**config.mk**
```make
export PLATFORM = sky130hd
export DESIGN_NAME = dsf_top
export DESIGN_NICKNAME = d
export VERILOG_FILES = /design/src/logic/dsf_pkg.sv /design/src/logic/dsf_flag.sv /design/src/logic/dsf_top.sv
export VERILOG_INCLUDE_DIRS = /design/src /design/src/logic
export SDC_FILE = /design/constraint.sdc
export NUM_CORES = 2
export LEC_CHECK = 0
export BUFFER_PORTS_ARGS = -buffer_cell sky130_fd_sc_hd__buf_2
export CAP_MARGIN = 10
export CORE_UTILIZATION = 40
export CTS_BUF_LIST = sky130_fd_sc_hd__clkbuf_4 sky130_fd_sc_hd__clkbuf_8
export DETAILED_ROUTE_END_ITERATION = 10
export PLACE_DENSITY_LB_ADDON = 0.15
export SYNTH_ARGS = -nofsm -noshare
export SYNTH_HDL_FRONTEND = slang
export SYNTH_SLANG_ARGS = --single-unit
```
**constraint.sdc**
```tcl
create_clock -name clk_i -period 8.5 [get_ports clk_i]
set_input_delay 1.7 -clock clk_i [delete_from_list [all_inputs] [get_ports clk_i]]
set_output_delay 1.7 -clock clk_i [all_outputs]
set_load 0.005 [all_outputs]
```
**src/logic/dsf_consts.svh**
```systemverilog
`ifndef DSF_CONSTS_SVH
`define DSF_CONSTS_SVH

// register offsets (byte addresses)
`define DSF_OFF_FIFO_CTRL   8'h00
`define DSF_OFF_XFER_CTRL1  8'h04
`define DSF_OFF_INT_CLR1    8'h08
`define DSF_OFF_CONFIG      8'h0C
`define DSF_OFF_SCSI_CNT    8'h10
`define DSF_OFF_HOST_CNT    8'h14
`define DSF_OFF_DATA_PORT   8'h18
`define DSF_OFF_STATUS      8'h1C
`define DSF_OFF_LEVEL       8'h20

// fifo_control_reg bits
`define DSF_BIT_BUS_EN      5
`define DSF_BIT_BUS_DMA_EN  4
`define DSF_BIT_HOST_DMA_EN 3
`define DSF_BIT_DIR         2
`define DSF_BIT_FLUSH       1
`define DSF_BIT_FIFO_CLEAR  0
// transfer_control_one bits
`define DSF_BIT_PCHK_EN     5
`define DSF_BIT_WRAP_EN     0
// interrupt_clear_one bits
`define DSF_BIT_PERR_CLR    2
// config bits
`define DSF_BIT_CTH_MODE    4
`define DSF_THR_SEL_LSB     0
`define DSF_CLS_SEL_LSB     2

// reset values
`define DSF_RST_CTRL        5'h00
`define DSF_RST_CONFIG      5'h00

// levels in bytes
`define DSF_FIFO_DEPTH      9'h100
`define DSF_DWORD_EMPTY_LVL 9'h008
`define DSF_QWORD_EMPTY_LVL 9'h008
`define DSF_THR_LVL0        9'h040
`define DSF_THR_LVL1        9'h080
`define DSF_THR_LVL2        9'h0C0
`define DSF_THR_LVL3        9'h100
`define DSF_CLS_LVL0        9'h010
`define DSF_CLS_LVL1        9'h020
`define DSF_CLS_LVL2        9'h040
`define DSF_CLS_LVL3        9'h080

`endif

```
**src/logic/dsf_pkg.sv**
```systemverilog
package dsf_pkg;

  typedef struct packed {
    logic bus_channel_enable;
    logic bus_dma_enable;
    logic host_dma_enable;
    logic direction;
    logic flush_request;
  } dsf_ctrl_t;

  typedef struct packed {
    logic transfer_all_done;
    logic host_side_done;
    logic scsi_side_done;
    logic bus_parity_error_flag;
    logic bus_enable_ack;
    logic bus_dma_enable_ack;
    logic host_dma_enable_ack;
    logic xfer_dir_ack;
    logic flush_ack;
    logic quad_word_empty;
    logic double_word_empty;
    logic memory_request_pending;
    logic fifo_at_capacity;
    logic fifo_drained;
    logic data_threshold_flag;
    logic cache_line_flag;
    logic fifo_companion_condition;
  } dsf_status_t;

endpackage : dsf_pkg

```
**src/logic/dsf_flag.sv**
```systemverilog
`timescale 1ns/10ps
// set/clear flag; a set in the same cycle as a clear wins
module dsf_flag #(
  parameter logic RST_VAL = 1'b0
) (
  // clock and reset
  input  wire logic clk_i,
  input  wire logic rst_n_i,
  // events
  input  wire logic set_i,
  input  wire logic clr_i,
  // flag
  output logic      q_o
);

  always_ff @(posedge clk_i or negedge rst_n_i) begin
    if (!rst_n_i) begin
      q_o <= RST_VAL;
    end else begin
      q_o <= set_i | (q_o & ~clr_i);
    end
  end

endmodule : dsf_flag

```
**src/logic/dsf_top.sv**
```systemverilog
//
// Contract
// - a flag may lag its control write by one sequencer instruction
// - scsi side done updates after counter load or wrap enable change
// - overall done updates after either counter load or wrap change
// - parity error sets only with check enabled; clear bit 2 clears it
// - each channel enable has its own acknowledge flag
// - direction ack follows direction only while all three enables are off
// - flush ack rises after flush request, gated by quad word empty
// - double word empty after fifo clear or a read leaving under 8 bytes
// - request pending sets on direction-dependent fill or drain events
// - request pending clears on opposite events, zero host count, clear
// - host done at zero count and last transfer; clears on nonzero load
// - threshold flag re-evaluated on every push or pop, data port or dma
// - full flag on a write reaching 256 bytes, or on fifo clear
// - empty flag on a read reaching 0 bytes, or on fifo clear
// - cache line flag takes the direction bit on clear, sets on free space or stored data events
// - cache line flag clears when space or data falls below line size
// - overall done is host done AND scsi side done
`timescale 1ns/10ps
`include "dsf_consts.svh"
module dsf_top (
  // clock and reset
  input  wire logic            clk_i,
  input  wire logic            nrst_i,
  // apb slave
  input  wire logic            psel_i,
  input  wire logic            penable_i,
  input  wire logic            pwrite_i,
  input  wire logic [7:0]      paddr_i,
  input  wire logic [31:0]     pwdata_i,
  output logic      [31:0]     prdata_o,
  output logic                 pready_o,
  output logic                 pslverr_o,
  // host dma master side
  input  wire logic            dma_push_i,
  input  wire logic [7:0]      dma_push_data_i,
  input  wire logic            dma_pop_i,
  output logic      [7:0]      dma_pop_data_o,
  output logic                 dma_hold_o,
  input  wire logic            dma_last_done_i,
  // bus side events
  input  wire logic            scsi_byte_i,
  input  wire logic            parity_err_i,
  // flags
  output dsf_pkg::dsf_status_t status_o
);
  import dsf_pkg::*;

  logic        rst_sync1, rst_sync2, rst_n;
  dsf_ctrl_t   ctrl;
  logic        cth_mode, parity_check_enable, counter_wrap_enable;
  logic [1:0]  thr_sel, cls_sel;
  logic [23:0] scsi_xfer_counter, host_byte_count;
  logic [7:0]  mem [0:255];
  logic [7:0]  wr_ptr, rd_ptr, push_data;
  logic [8:0]  level, next_level, thr_lvl, cls_lvl, next_free;
  logic        acc, commit, wr_ctrl, fifo_clear, push, pop, dma_push_ok, dma_pop_ok;
  logic        apb_push, apb_pop, mreq_set, mreq_clr, host_side_done_set, host_side_done_clr;
  logic        perr_set, perr_clr, flush_set, flush_clr, next_err;
  logic        next_full, next_empty, next_thr, next_cl, next_qwe, next_dwe, next_comp;
  logic        flag_full, flag_empty, flag_thr, flag_cl, flag_qwe, flag_dwe, flag_comp;
  logic        ack_bus, ack_bdma, ack_hdma, ack_dir;
  logic        scsi_done, all_done, host_done, perr, mreq, flush_ack;
  logic [31:0] next_rdata;

  // reset release through two flops
  always_ff @(posedge clk_i or negedge nrst_i) begin
    if (!nrst_i) begin
      rst_sync1 <= 1'b0;
      rst_sync2 <= 1'b0;
    end else begin
      rst_sync1 <= 1'b1;
      rst_sync2 <= rst_sync1;
    end
  end
  assign rst_n = rst_sync2;

  // apb: one wait state, effects happen at the edge where pready is seen high
  assign acc    = psel_i & penable_i;
  assign commit = acc & pready_o;

  always_comb begin
    next_rdata = 32'h0000_0000;
    next_err   = 1'b0;
    unique case (paddr_i)
      `DSF_OFF_FIFO_CTRL:  next_rdata = {26'h0, ctrl, 1'b0};
      `DSF_OFF_XFER_CTRL1: begin
        next_rdata[`DSF_BIT_PCHK_EN] = parity_check_enable;
        next_rdata[`DSF_BIT_WRAP_EN] = counter_wrap_enable;
      end
      `DSF_OFF_INT_CLR1:   next_rdata = 32'h0000_0000;
      `DSF_OFF_CONFIG:     next_rdata = {27'h0, cth_mode, cls_sel, thr_sel};
      `DSF_OFF_SCSI_CNT:   next_rdata = {8'h00, scsi_xfer_counter};
      `DSF_OFF_HOST_CNT:   next_rdata = {8'h00, host_byte_count};
      `DSF_OFF_DATA_PORT: begin
        next_rdata = {24'h0, mem[rd_ptr]};
        next_err   = pwrite_i ? flag_full_lvl(level) : (level == 9'h000);
      end
      `DSF_OFF_STATUS:     next_rdata = {15'h0, status_o};
      `DSF_OFF_LEVEL:      next_rdata = {23'h0, level};
      default:             next_err = 1'b1;
    endcase
  end

  function automatic logic flag_full_lvl(input logic [8:0] lvl);
    flag_full_lvl = (lvl == `DSF_FIFO_DEPTH);
  endfunction : flag_full_lvl

  always_ff @(posedge clk_i or negedge rst_n) begin
    if (!rst_n) begin
      pready_o  <= 1'b0;
      pslverr_o <= 1'b0;
      prdata_o  <= 32'h0000_0000;
      dma_hold_o <= 1'b0;
    end else begin
      pready_o   <= acc & ~pready_o;
      pslverr_o  <= acc & ~pready_o & next_err;
      prdata_o   <= (acc & ~pready_o & ~pwrite_i) ? next_rdata : 32'h0000_0000;
      // keeps the dma master off the fifo during an apb data port commit
      dma_hold_o <= acc & ~pready_o & (paddr_i == `DSF_OFF_DATA_PORT);
    end
  end

  // control registers
  assign wr_ctrl    = commit & pwrite_i & (paddr_i == `DSF_OFF_FIFO_CTRL);
  assign fifo_clear = wr_ctrl & pwdata_i[`DSF_BIT_FIFO_CLEAR];

  always_ff @(posedge clk_i or negedge rst_n) begin
    if (!rst_n) begin
      ctrl <= `DSF_RST_CTRL;
    end else if (wr_ctrl) begin
      ctrl <= pwdata_i[`DSF_BIT_BUS_EN:`DSF_BIT_FLUSH];
    end
  end

  always_ff @(posedge clk_i or negedge rst_n) begin
    if (!rst_n) begin
      {cth_mode, cls_sel, thr_sel} <= `DSF_RST_CONFIG;
    end else if (commit & pwrite_i & (paddr_i == `DSF_OFF_CONFIG)) begin
      cth_mode <= pwdata_i[`DSF_BIT_CTH_MODE];
      cls_sel  <= pwdata_i[`DSF_CLS_SEL_LSB +: 2];
      thr_sel  <= pwdata_i[`DSF_THR_SEL_LSB +: 2];
    end
  end

  always_ff @(posedge clk_i or negedge rst_n) begin
    if (!rst_n) begin
      parity_check_enable <= 1'b0;
      counter_wrap_enable <= 1'b0;
    end else if (commit & pwrite_i & (paddr_i == `DSF_OFF_XFER_CTRL1)) begin
      parity_check_enable <= pwdata_i[`DSF_BIT_PCHK_EN];
      counter_wrap_enable <= pwdata_i[`DSF_BIT_WRAP_EN];
    end
  end

  // transfer counters
  always_ff @(posedge clk_i or negedge rst_n) begin
    if (!rst_n) begin
      scsi_xfer_counter <= 24'h00_0000;
    end else if (commit & pwrite_i & (paddr_i == `DSF_OFF_SCSI_CNT)) begin
      scsi_xfer_counter <= pwdata_i[23:0];
    end else if (scsi_byte_i & (ctrl.bus_dma_enable | ctrl.bus_channel_enable)
                 & ((scsi_xfer_counter != 24'h00_0000) | counter_wrap_enable)) begin
      scsi_xfer_counter <= scsi_xfer_counter - 24'h00_0001;
    end
  end

  always_ff @(posedge clk_i or negedge rst_n) begin
    if (!rst_n) begin
      host_byte_count <= 24'h00_0000;
    end else if (commit & pwrite_i & (paddr_i == `DSF_OFF_HOST_CNT)) begin
      host_byte_count <= pwdata_i[23:0];
    end else if (((ctrl.direction & dma_push_ok) | (~ctrl.direction & dma_pop_ok))
                 & (host_byte_count != 24'h00_0000)) begin
      host_byte_count <= host_byte_count - 24'h00_0001;
    end
  end

  // fifo storage and level
  assign apb_push    = commit & pwrite_i & (paddr_i == `DSF_OFF_DATA_PORT) & ~flag_full_lvl(level);
  assign apb_pop     = commit & ~pwrite_i & (paddr_i == `DSF_OFF_DATA_PORT) & (level != 9'h000);
  assign dma_push_ok = dma_push_i & ~dma_hold_o & ~flag_full_lvl(level);
  assign dma_pop_ok  = dma_pop_i & ~dma_hold_o & (level != 9'h000);
  assign push        = (apb_push | dma_push_ok) & ~fifo_clear;
  assign pop         = (apb_pop | dma_pop_ok) & ~fifo_clear;
  assign push_data   = apb_push ? pwdata_i[7:0] : dma_push_data_i;

  always_comb begin
    next_level = level;
    if (fifo_clear) begin
      next_level = 9'h000;
    end else if (push & ~pop) begin
      next_level = level + 9'h001;
    end else if (pop & ~push) begin
      next_level = level - 9'h001;
    end
  end

  always_ff @(posedge clk_i) begin
    if (push) begin
      mem[wr_ptr] <= push_data;
    end
  end

  always_ff @(posedge clk_i or negedge rst_n) begin
    if (!rst_n) begin
      wr_ptr         <= 8'h00;
      rd_ptr         <= 8'h00;
      level          <= 9'h000;
      dma_pop_data_o <= 8'h00;
    end else begin
      level <= next_level;
      if (fifo_clear) begin
        wr_ptr <= 8'h00;
        rd_ptr <= 8'h00;
      end else begin
        wr_ptr <= wr_ptr + {7'h00, push};
        rd_ptr <= rd_ptr + {7'h00, pop};
      end
      if (dma_pop_ok & ~fifo_clear) begin
        dma_pop_data_o <= mem[rd_ptr];
      end
    end
  end

  // level flags: each moves only on a push, a pop (data port or dma) or a clear
  always_comb begin
    unique case (thr_sel)
      2'h0: thr_lvl = `DSF_THR_LVL0;
      2'h1: thr_lvl = `DSF_THR_LVL1;
      2'h2: thr_lvl = `DSF_THR_LVL2;
      2'h3: thr_lvl = `DSF_THR_LVL3;
    endcase
    unique case (cls_sel)
      2'h0: cls_lvl = `DSF_CLS_LVL0;
      2'h1: cls_lvl = `DSF_CLS_LVL1;
      2'h2: cls_lvl = `DSF_CLS_LVL2;
      2'h3: cls_lvl = `DSF_CLS_LVL3;
    endcase
    next_free  = `DSF_FIFO_DEPTH - next_level;
    next_full  = flag_full;
    next_empty = flag_empty;
    next_thr   = flag_thr;
    next_cl    = flag_cl;
    next_dwe   = flag_dwe;
    next_qwe   = flag_qwe;
    next_comp  = flag_comp;
    if (fifo_clear) begin
      next_full  = 1'b1;
      next_empty = 1'b1;
      next_dwe   = 1'b1;
      next_qwe   = 1'b1;
      next_thr   = 1'b0;
      next_cl    = ctrl.direction;
      next_comp  = 1'b0;
    end else if (push | pop) begin
      next_full  = (next_level == `DSF_FIFO_DEPTH);
      next_empty = (next_level == 9'h000);
      next_thr   = (next_level >= thr_lvl);
      next_dwe   = (next_level < `DSF_DWORD_EMPTY_LVL);
      next_qwe   = (next_level < `DSF_QWORD_EMPTY_LVL);
      next_comp  = (next_free < cls_lvl);
      if (ctrl.direction) begin
        next_cl = (next_free >= cls_lvl);
      end else begin
        next_cl = (next_level >= cls_lvl);
      end
    end
  end

  // chip reset leaves the flags as a fifo clear would
  always_ff @(posedge clk_i or negedge rst_n) begin
    if (!rst_n) begin
      flag_full  <= 1'b1;
      flag_empty <= 1'b1;
      flag_thr   <= 1'b0;
      flag_cl    <= 1'b0;
      flag_dwe   <= 1'b1;
      flag_qwe   <= 1'b1;
      flag_comp  <= 1'b0;
    end else begin
      flag_full  <= next_full;
      flag_empty <= next_empty;
      flag_thr   <= next_thr;
      flag_cl    <= next_cl;
      flag_dwe   <= next_dwe;
      flag_qwe   <= next_qwe;
      flag_comp  <= next_comp;
    end
  end

  // acknowledges sample the control register, so they trail the write by a clock
  always_ff @(posedge clk_i or negedge rst_n) begin
    if (!rst_n) begin
      ack_bus  <= 1'b0;
      ack_bdma <= 1'b0;
      ack_hdma <= 1'b0;
      ack_dir  <= 1'b0;
    end else begin
      ack_bus  <= ctrl.bus_channel_enable;
      ack_bdma <= ctrl.bus_dma_enable;
      ack_hdma <= ctrl.host_dma_enable;
      if (~ctrl.bus_channel_enable & ~ctrl.bus_dma_enable & ~ctrl.host_dma_enable) begin
        ack_dir <= ctrl.direction;
      end
    end
  end

  // done flags; counter state is registered first, so a load shows one clock later in scsi done and two clocks later in overall done
  always_ff @(posedge clk_i or negedge rst_n) begin
    if (!rst_n) begin
      scsi_done <= 1'b0;
      all_done  <= 1'b0;
    end else begin
      scsi_done <= (scsi_xfer_counter == 24'h00_0000) & ~counter_wrap_enable;
      all_done  <= host_done & scsi_done;
    end
  end

  assign host_side_done_set = (host_byte_count == 24'h00_0000) & dma_last_done_i;
  assign host_side_done_clr = commit & pwrite_i & (paddr_i == `DSF_OFF_HOST_CNT)
                     & (pwdata_i[23:0] != 24'h00_0000);

  assign perr_set  = parity_check_enable & parity_err_i;
  assign perr_clr  = commit & pwrite_i & (paddr_i == `DSF_OFF_INT_CLR1)
                     & pwdata_i[`DSF_BIT_PERR_CLR];

  // flush completes once the fifo has drained to the quad word mark
  assign flush_set = ctrl.flush_request & flag_qwe & ~fifo_clear;
  assign flush_clr = ~ctrl.flush_request | fifo_clear;

  // request pending: set terms are rising edges of registered level flags, plus a new flush request write while direction is 0
  assign mreq_set = ctrl.host_dma_enable & ~fifo_clear & (
                      (ctrl.direction & next_qwe & ~flag_qwe)
                    | (~ctrl.direction & ((next_full & ~flag_full)
                       | (wr_ctrl & pwdata_i[`DSF_BIT_FLUSH] & ~ctrl.flush_request)))
                    | (~cth_mode & next_thr & ~flag_thr)
                    | (cth_mode & next_cl & ~flag_cl));
  assign mreq_clr = ~ctrl.host_dma_enable | fifo_clear
                  | (host_byte_count == 24'h00_0000)
                  | (ctrl.direction & ((next_full & ~flag_full) | (next_comp & ~flag_comp)))
                  | (~ctrl.direction & next_qwe & ~flag_qwe);

  dsf_flag u_host_done (
    .clk_i (clk_i), .rst_n_i (rst_n), .set_i (host_side_done_set), .clr_i (host_side_done_clr), .q_o (host_done)
  );
  dsf_flag u_parity (
    .clk_i (clk_i), .rst_n_i (rst_n), .set_i (perr_set), .clr_i (perr_clr), .q_o (perr)
  );
  dsf_flag u_flush_ack (
    .clk_i (clk_i), .rst_n_i (rst_n), .set_i (flush_set), .clr_i (flush_clr), .q_o (flush_ack)
  );
  dsf_flag u_mreq (
    .clk_i (clk_i), .rst_n_i (rst_n), .set_i (mreq_set), .clr_i (mreq_clr), .q_o (mreq)
  );

  assign status_o = '{transfer_all_done: all_done, host_side_done: host_done,
    scsi_side_done: scsi_done, bus_parity_error_flag: perr, bus_enable_ack: ack_bus,
    bus_dma_enable_ack: ack_bdma, host_dma_enable_ack: ack_hdma, xfer_dir_ack: ack_dir,
    flush_ack: flush_ack, quad_word_empty: flag_qwe, double_word_empty: flag_dwe,
    memory_request_pending: mreq, fifo_at_capacity: flag_full, fifo_drained: flag_empty,
    data_threshold_flag: flag_thr, cache_line_flag: flag_cl,
    fifo_companion_condition: flag_comp};

endmodule : dsf_top
```
==> flow_metrics.py <==
metrics = {
    "critical_path": {
        "r2r_cells": 20,
        "cp_top_family": "simple AND/OR/NAND/NOR gates",
        "crit_fanout": 10,
        "worstSetupPathType": "in2reg",
        "required_ns": 9.13,
        "r2r_start": "level[5]",
        "path_cells": "buf_2 -> nor4b_1 -> nand2_1 -> o21ai_0 -> nand3_1 -> nor3b_1 -> nand3_2 -> buf_4 -> nor2_1",
        "startpoint_type": "input pin",
        "critPathCaptureType": "flip-flop",
        "r2r_slack_ns": 3.31,
        "worst_r2r_endpoint": "u_mreq.q_o",
        "cp.arrival_ns": 6.43,
        "worst_path_largest_cell_delay_ns": 0.90,
        "crit_slowest_cell": "nand3_2",
        "path_buf_inv": 2,
    },
    "timing": {
        "fmax_mhz": 173,
        "skew_ns": 0.0542,
        "hold_viol_final": 0,
        "period_share": 0.681,
        "slew_viol_final": 0,
        "setup_viol_count_final": 0,
        "worstMarginPinSlew_ns": 1.18,
        "finalSetupTns_ns": 0,
        "slew_headroom": 0.211,
        "fin_crit_ns": 5.79,
        "rsz0062_at_grt": "false",
        "finalWorstSetupSlack_ns": 2.71,
    },
    "clock_network": {
        "post_cts_resized": 0,
        "holdBufCountCts": 0,
        "root_buffer": "clkbuf_8",
        "cts_buffer_depth": 4,
        "cts_tree": "yes",
        "clock-sinks": 2187,
        "numCtsBuffers": 373,
        "clk_latency_ns": 1.05,
        "cts_htree_levels": 5,
        "post_cts_buffers": 0,
        "clk_pin_slew_ns": 0.05,
    },
    "layout": {
        "drive_above_1_share": 0.203,
        "final_common_cell": "edfxtp_1",
        "area_growth_pct": 12.6,
        "final-seq-area_sq_mm": 0.0650,
        "fin_util": 0.453,
        "fill_cells": 18800,
        "final_cell_mix": "2,048 x edfxtp_1, 492 x mux2i_1, 393 x nor2_1, 392 x clkbuf_8, 277 x mux4_2",
        "multiInputGateArea_sq_mm": 0.0213,
        "stdcell_count": 8316,
        "layout.nets": 5276,
    },
    "placed_design": {
        "dpl.cell_count": 7671,
        "dp_hpwl_um": 139000,
        "portBuffers": 101,
        "gp_congestion": 0.857,
        "place_ws_ns": 1.72,
    },
    "synthesis": {
        "dominantRegCellSynth": "edfxtp_1",
        "synth_area_per_cell_sq_um": 17.7,
        "synthArstFlopShare": 0.0636,
        "synth-seq-cells": 2187,
        "synth_edf_count": 2048,
        "syn_inst": 4946,
        "ys_types": 77,
        "synth_area_sq_mm": 0.0875,
        "yosysSeqAreaShare": 0.742,
        "synth_warnings": 0,
    },
    "global_route": {
        "globalRouteOverflowTotal": 0,
        "grt_pass1_vias": 47200,
        "grt_antenna_before_repair": 10,
        "grt_max_degree": 142,
        "track_usage": 0.211,
        "grt_pass1_wl_um": 339000,
    },
    "routing": {
        "detail_route.vias_per_cell": 5.66,
        "vias": 47100,
        "route.detailed.drc": 0,
        "post_drt_wl_per_cell_um": 28.2,
        "ant_nets": 0,
        "first_pass_iters": 10,
        "drt-total-wl_um": 235000,
        "drt_iter0_drc": 4262,
    },
    "die": {
        "rows": 171,
        "dieHeight_um": 470,
        "die_w_um": 470,
        "die-area_sq_mm": 0.221,
        "start_util": 0.403,
        "fp.coreArea_sq_mm": 0.217,
        "ios": 118,
    },
    "pwr": {
        "power_switching_mw": 10.5,
        "p_clk_frac": 0.299,
        "ir_worst_vdd_mv": 0.290,
        "p_int_mw": 20.5,
        "p_per_area_mw_per_mm2": 315,
        "p_leak_nw": 32.7,
        "swShare": 0.338,
        "p_seq_frac": 0.401,
        "comb_power_share": 0.301,
    },
    "outcome": {
        "status": "finished, final reports clean",
    },
    "run": {
        "cap_violations": 0,
    },
    "min_path": {
        "hold_class": "reg2async",
    },
}
-- power groups by stage --
stage	clock network [mW]	registers, mW	logic [mW]
final	9.26	12.4	9.33
after global routing	9.95	12.4	9.81
after CTS	9.49	12.4	9.35
after detailed placement	0	12.6	9.34
after global placement	0	12.6	9.32
after floorplan	0	12.4	6.04
-- worst max-delay path by stage --
stage | from | end | slack (ns) | cells after the start
final | paddr_i[7] | mem[139][2] | 2.71 | 9
after global placement | paddr_i[7] | u_mreq.q_o | 1.82 | 20
after detailed placement | paddr_i[7] | mem[43][6] | 1.72 | 9
after global routing | paddr_i[7] | mem[139][6] | 2.49 | 9
after CTS | paddr_i[7] | mem[139][1] | 2.84 | 9
after floorplan | paddr_i[7] | u_mreq.q_o | 2.71 | 20
-- synth_stat cells (6+ instances only) --
library cell	count	area share
nand3_1	38	0.0022
and2_1	8	0.00057
buf_2	56	0.0032
nor2b_1	18	0.0013
a211oi_1	47	0.0040
clkbuf_1	178	0.0076
buf_1	57	0.0024
a2111oi_0	10	0.0010
or2_2	6	0.00043
ha_1	25	0.0036
a22oi_1	33	0.0028
nor3_1	17	0.00097
a222oi_1	7	0.00080
xnor2_1	35	0.0035
xor2_1	28	0.0028
buf_4	31	0.0027
inv_1	23	0.00099
o21ai_0	24	0.0014
a22o_1	18	0.0018
and3_1	6	0.00043
edfxtp_1	2048	0.70
a31oi_1	6	0.00043
nor2_1	394	0.017
or3_1	14	0.0010
o22ai_1	128	0.0091
nor4_1	19	0.0014
mux2_2	31	0.0040
nand4_1	12	0.00086
nand2b_1	13	0.00093
mux2i_1	492	0.056
o221ai_1	241	0.024
mux4_2	277	0.071
nand2_1	221	0.0095
dfrtp_1	135	0.039
a21oi_1	174	0.0099
-- cells by family after synthesis --
logic type      count (synthesis)  share of synthesized area
fa+ha+maj                      25                    0.00357
compound gates                725                     0.0592
xor+xnor                       63                    0.00630
buf+inv                       346                     0.0170
mux                           801                      0.132
flops                        2187                      0.742
other cells                     2                  0.0000858
simple gates                  797                     0.0398
-- metrics by stage --
stage	instance area, sq um	total power, mW	hold WS (ns)
final	98500	31.0	0.270
after floorplan	87600	18.4	0.331
after CTS	98500	31.3	0.308
after global routing	98500	32.2	0.322
after detailed placement	91400	22.0	0.301
after global placement	91400	22.0	0.301
-- flip-flops by register name (all words and copies together), names as in the netlist, 2 cells and up --
name and flops:
thr_sel 2, cls_sel 2, level 9, wr_ptr 8, scsi_xfer_counter 24, dma_pop_data_o 8, mem 2048, host_byte_count 24
prdata_o 24, rd_ptr 8, ctrl 5
-- per-layer routing --
| layer | vias to the layer above | GRT usage | share of wire |
|---|---|---|---|
| met3 | 341 | 0.0404 | 0.062 |
| li1 | 20500 | - | - |
| met2 | 1628 | 0.331 | 0.47 |
| met1 | 24600 | 0.298 | 0.44 |
| met4 | 2 | 0.0585 | 0.022 |
| met5 | - | 0 | 0.000034 |
-- cell type report --
cell class / count / area share
clock inverter: 123 / 0.00839
antenna: 3 / 0.0000762
inverter: 23 / 0.000902
tap: 2854 / 0.0362
multi-input combinational: 2420 / 0.216
sequential: 2187 / 0.660
clock buffer: 518 / 0.0644
timing repair buffer: 188 / 0.0143
Power figures use the tool's default switching activity.
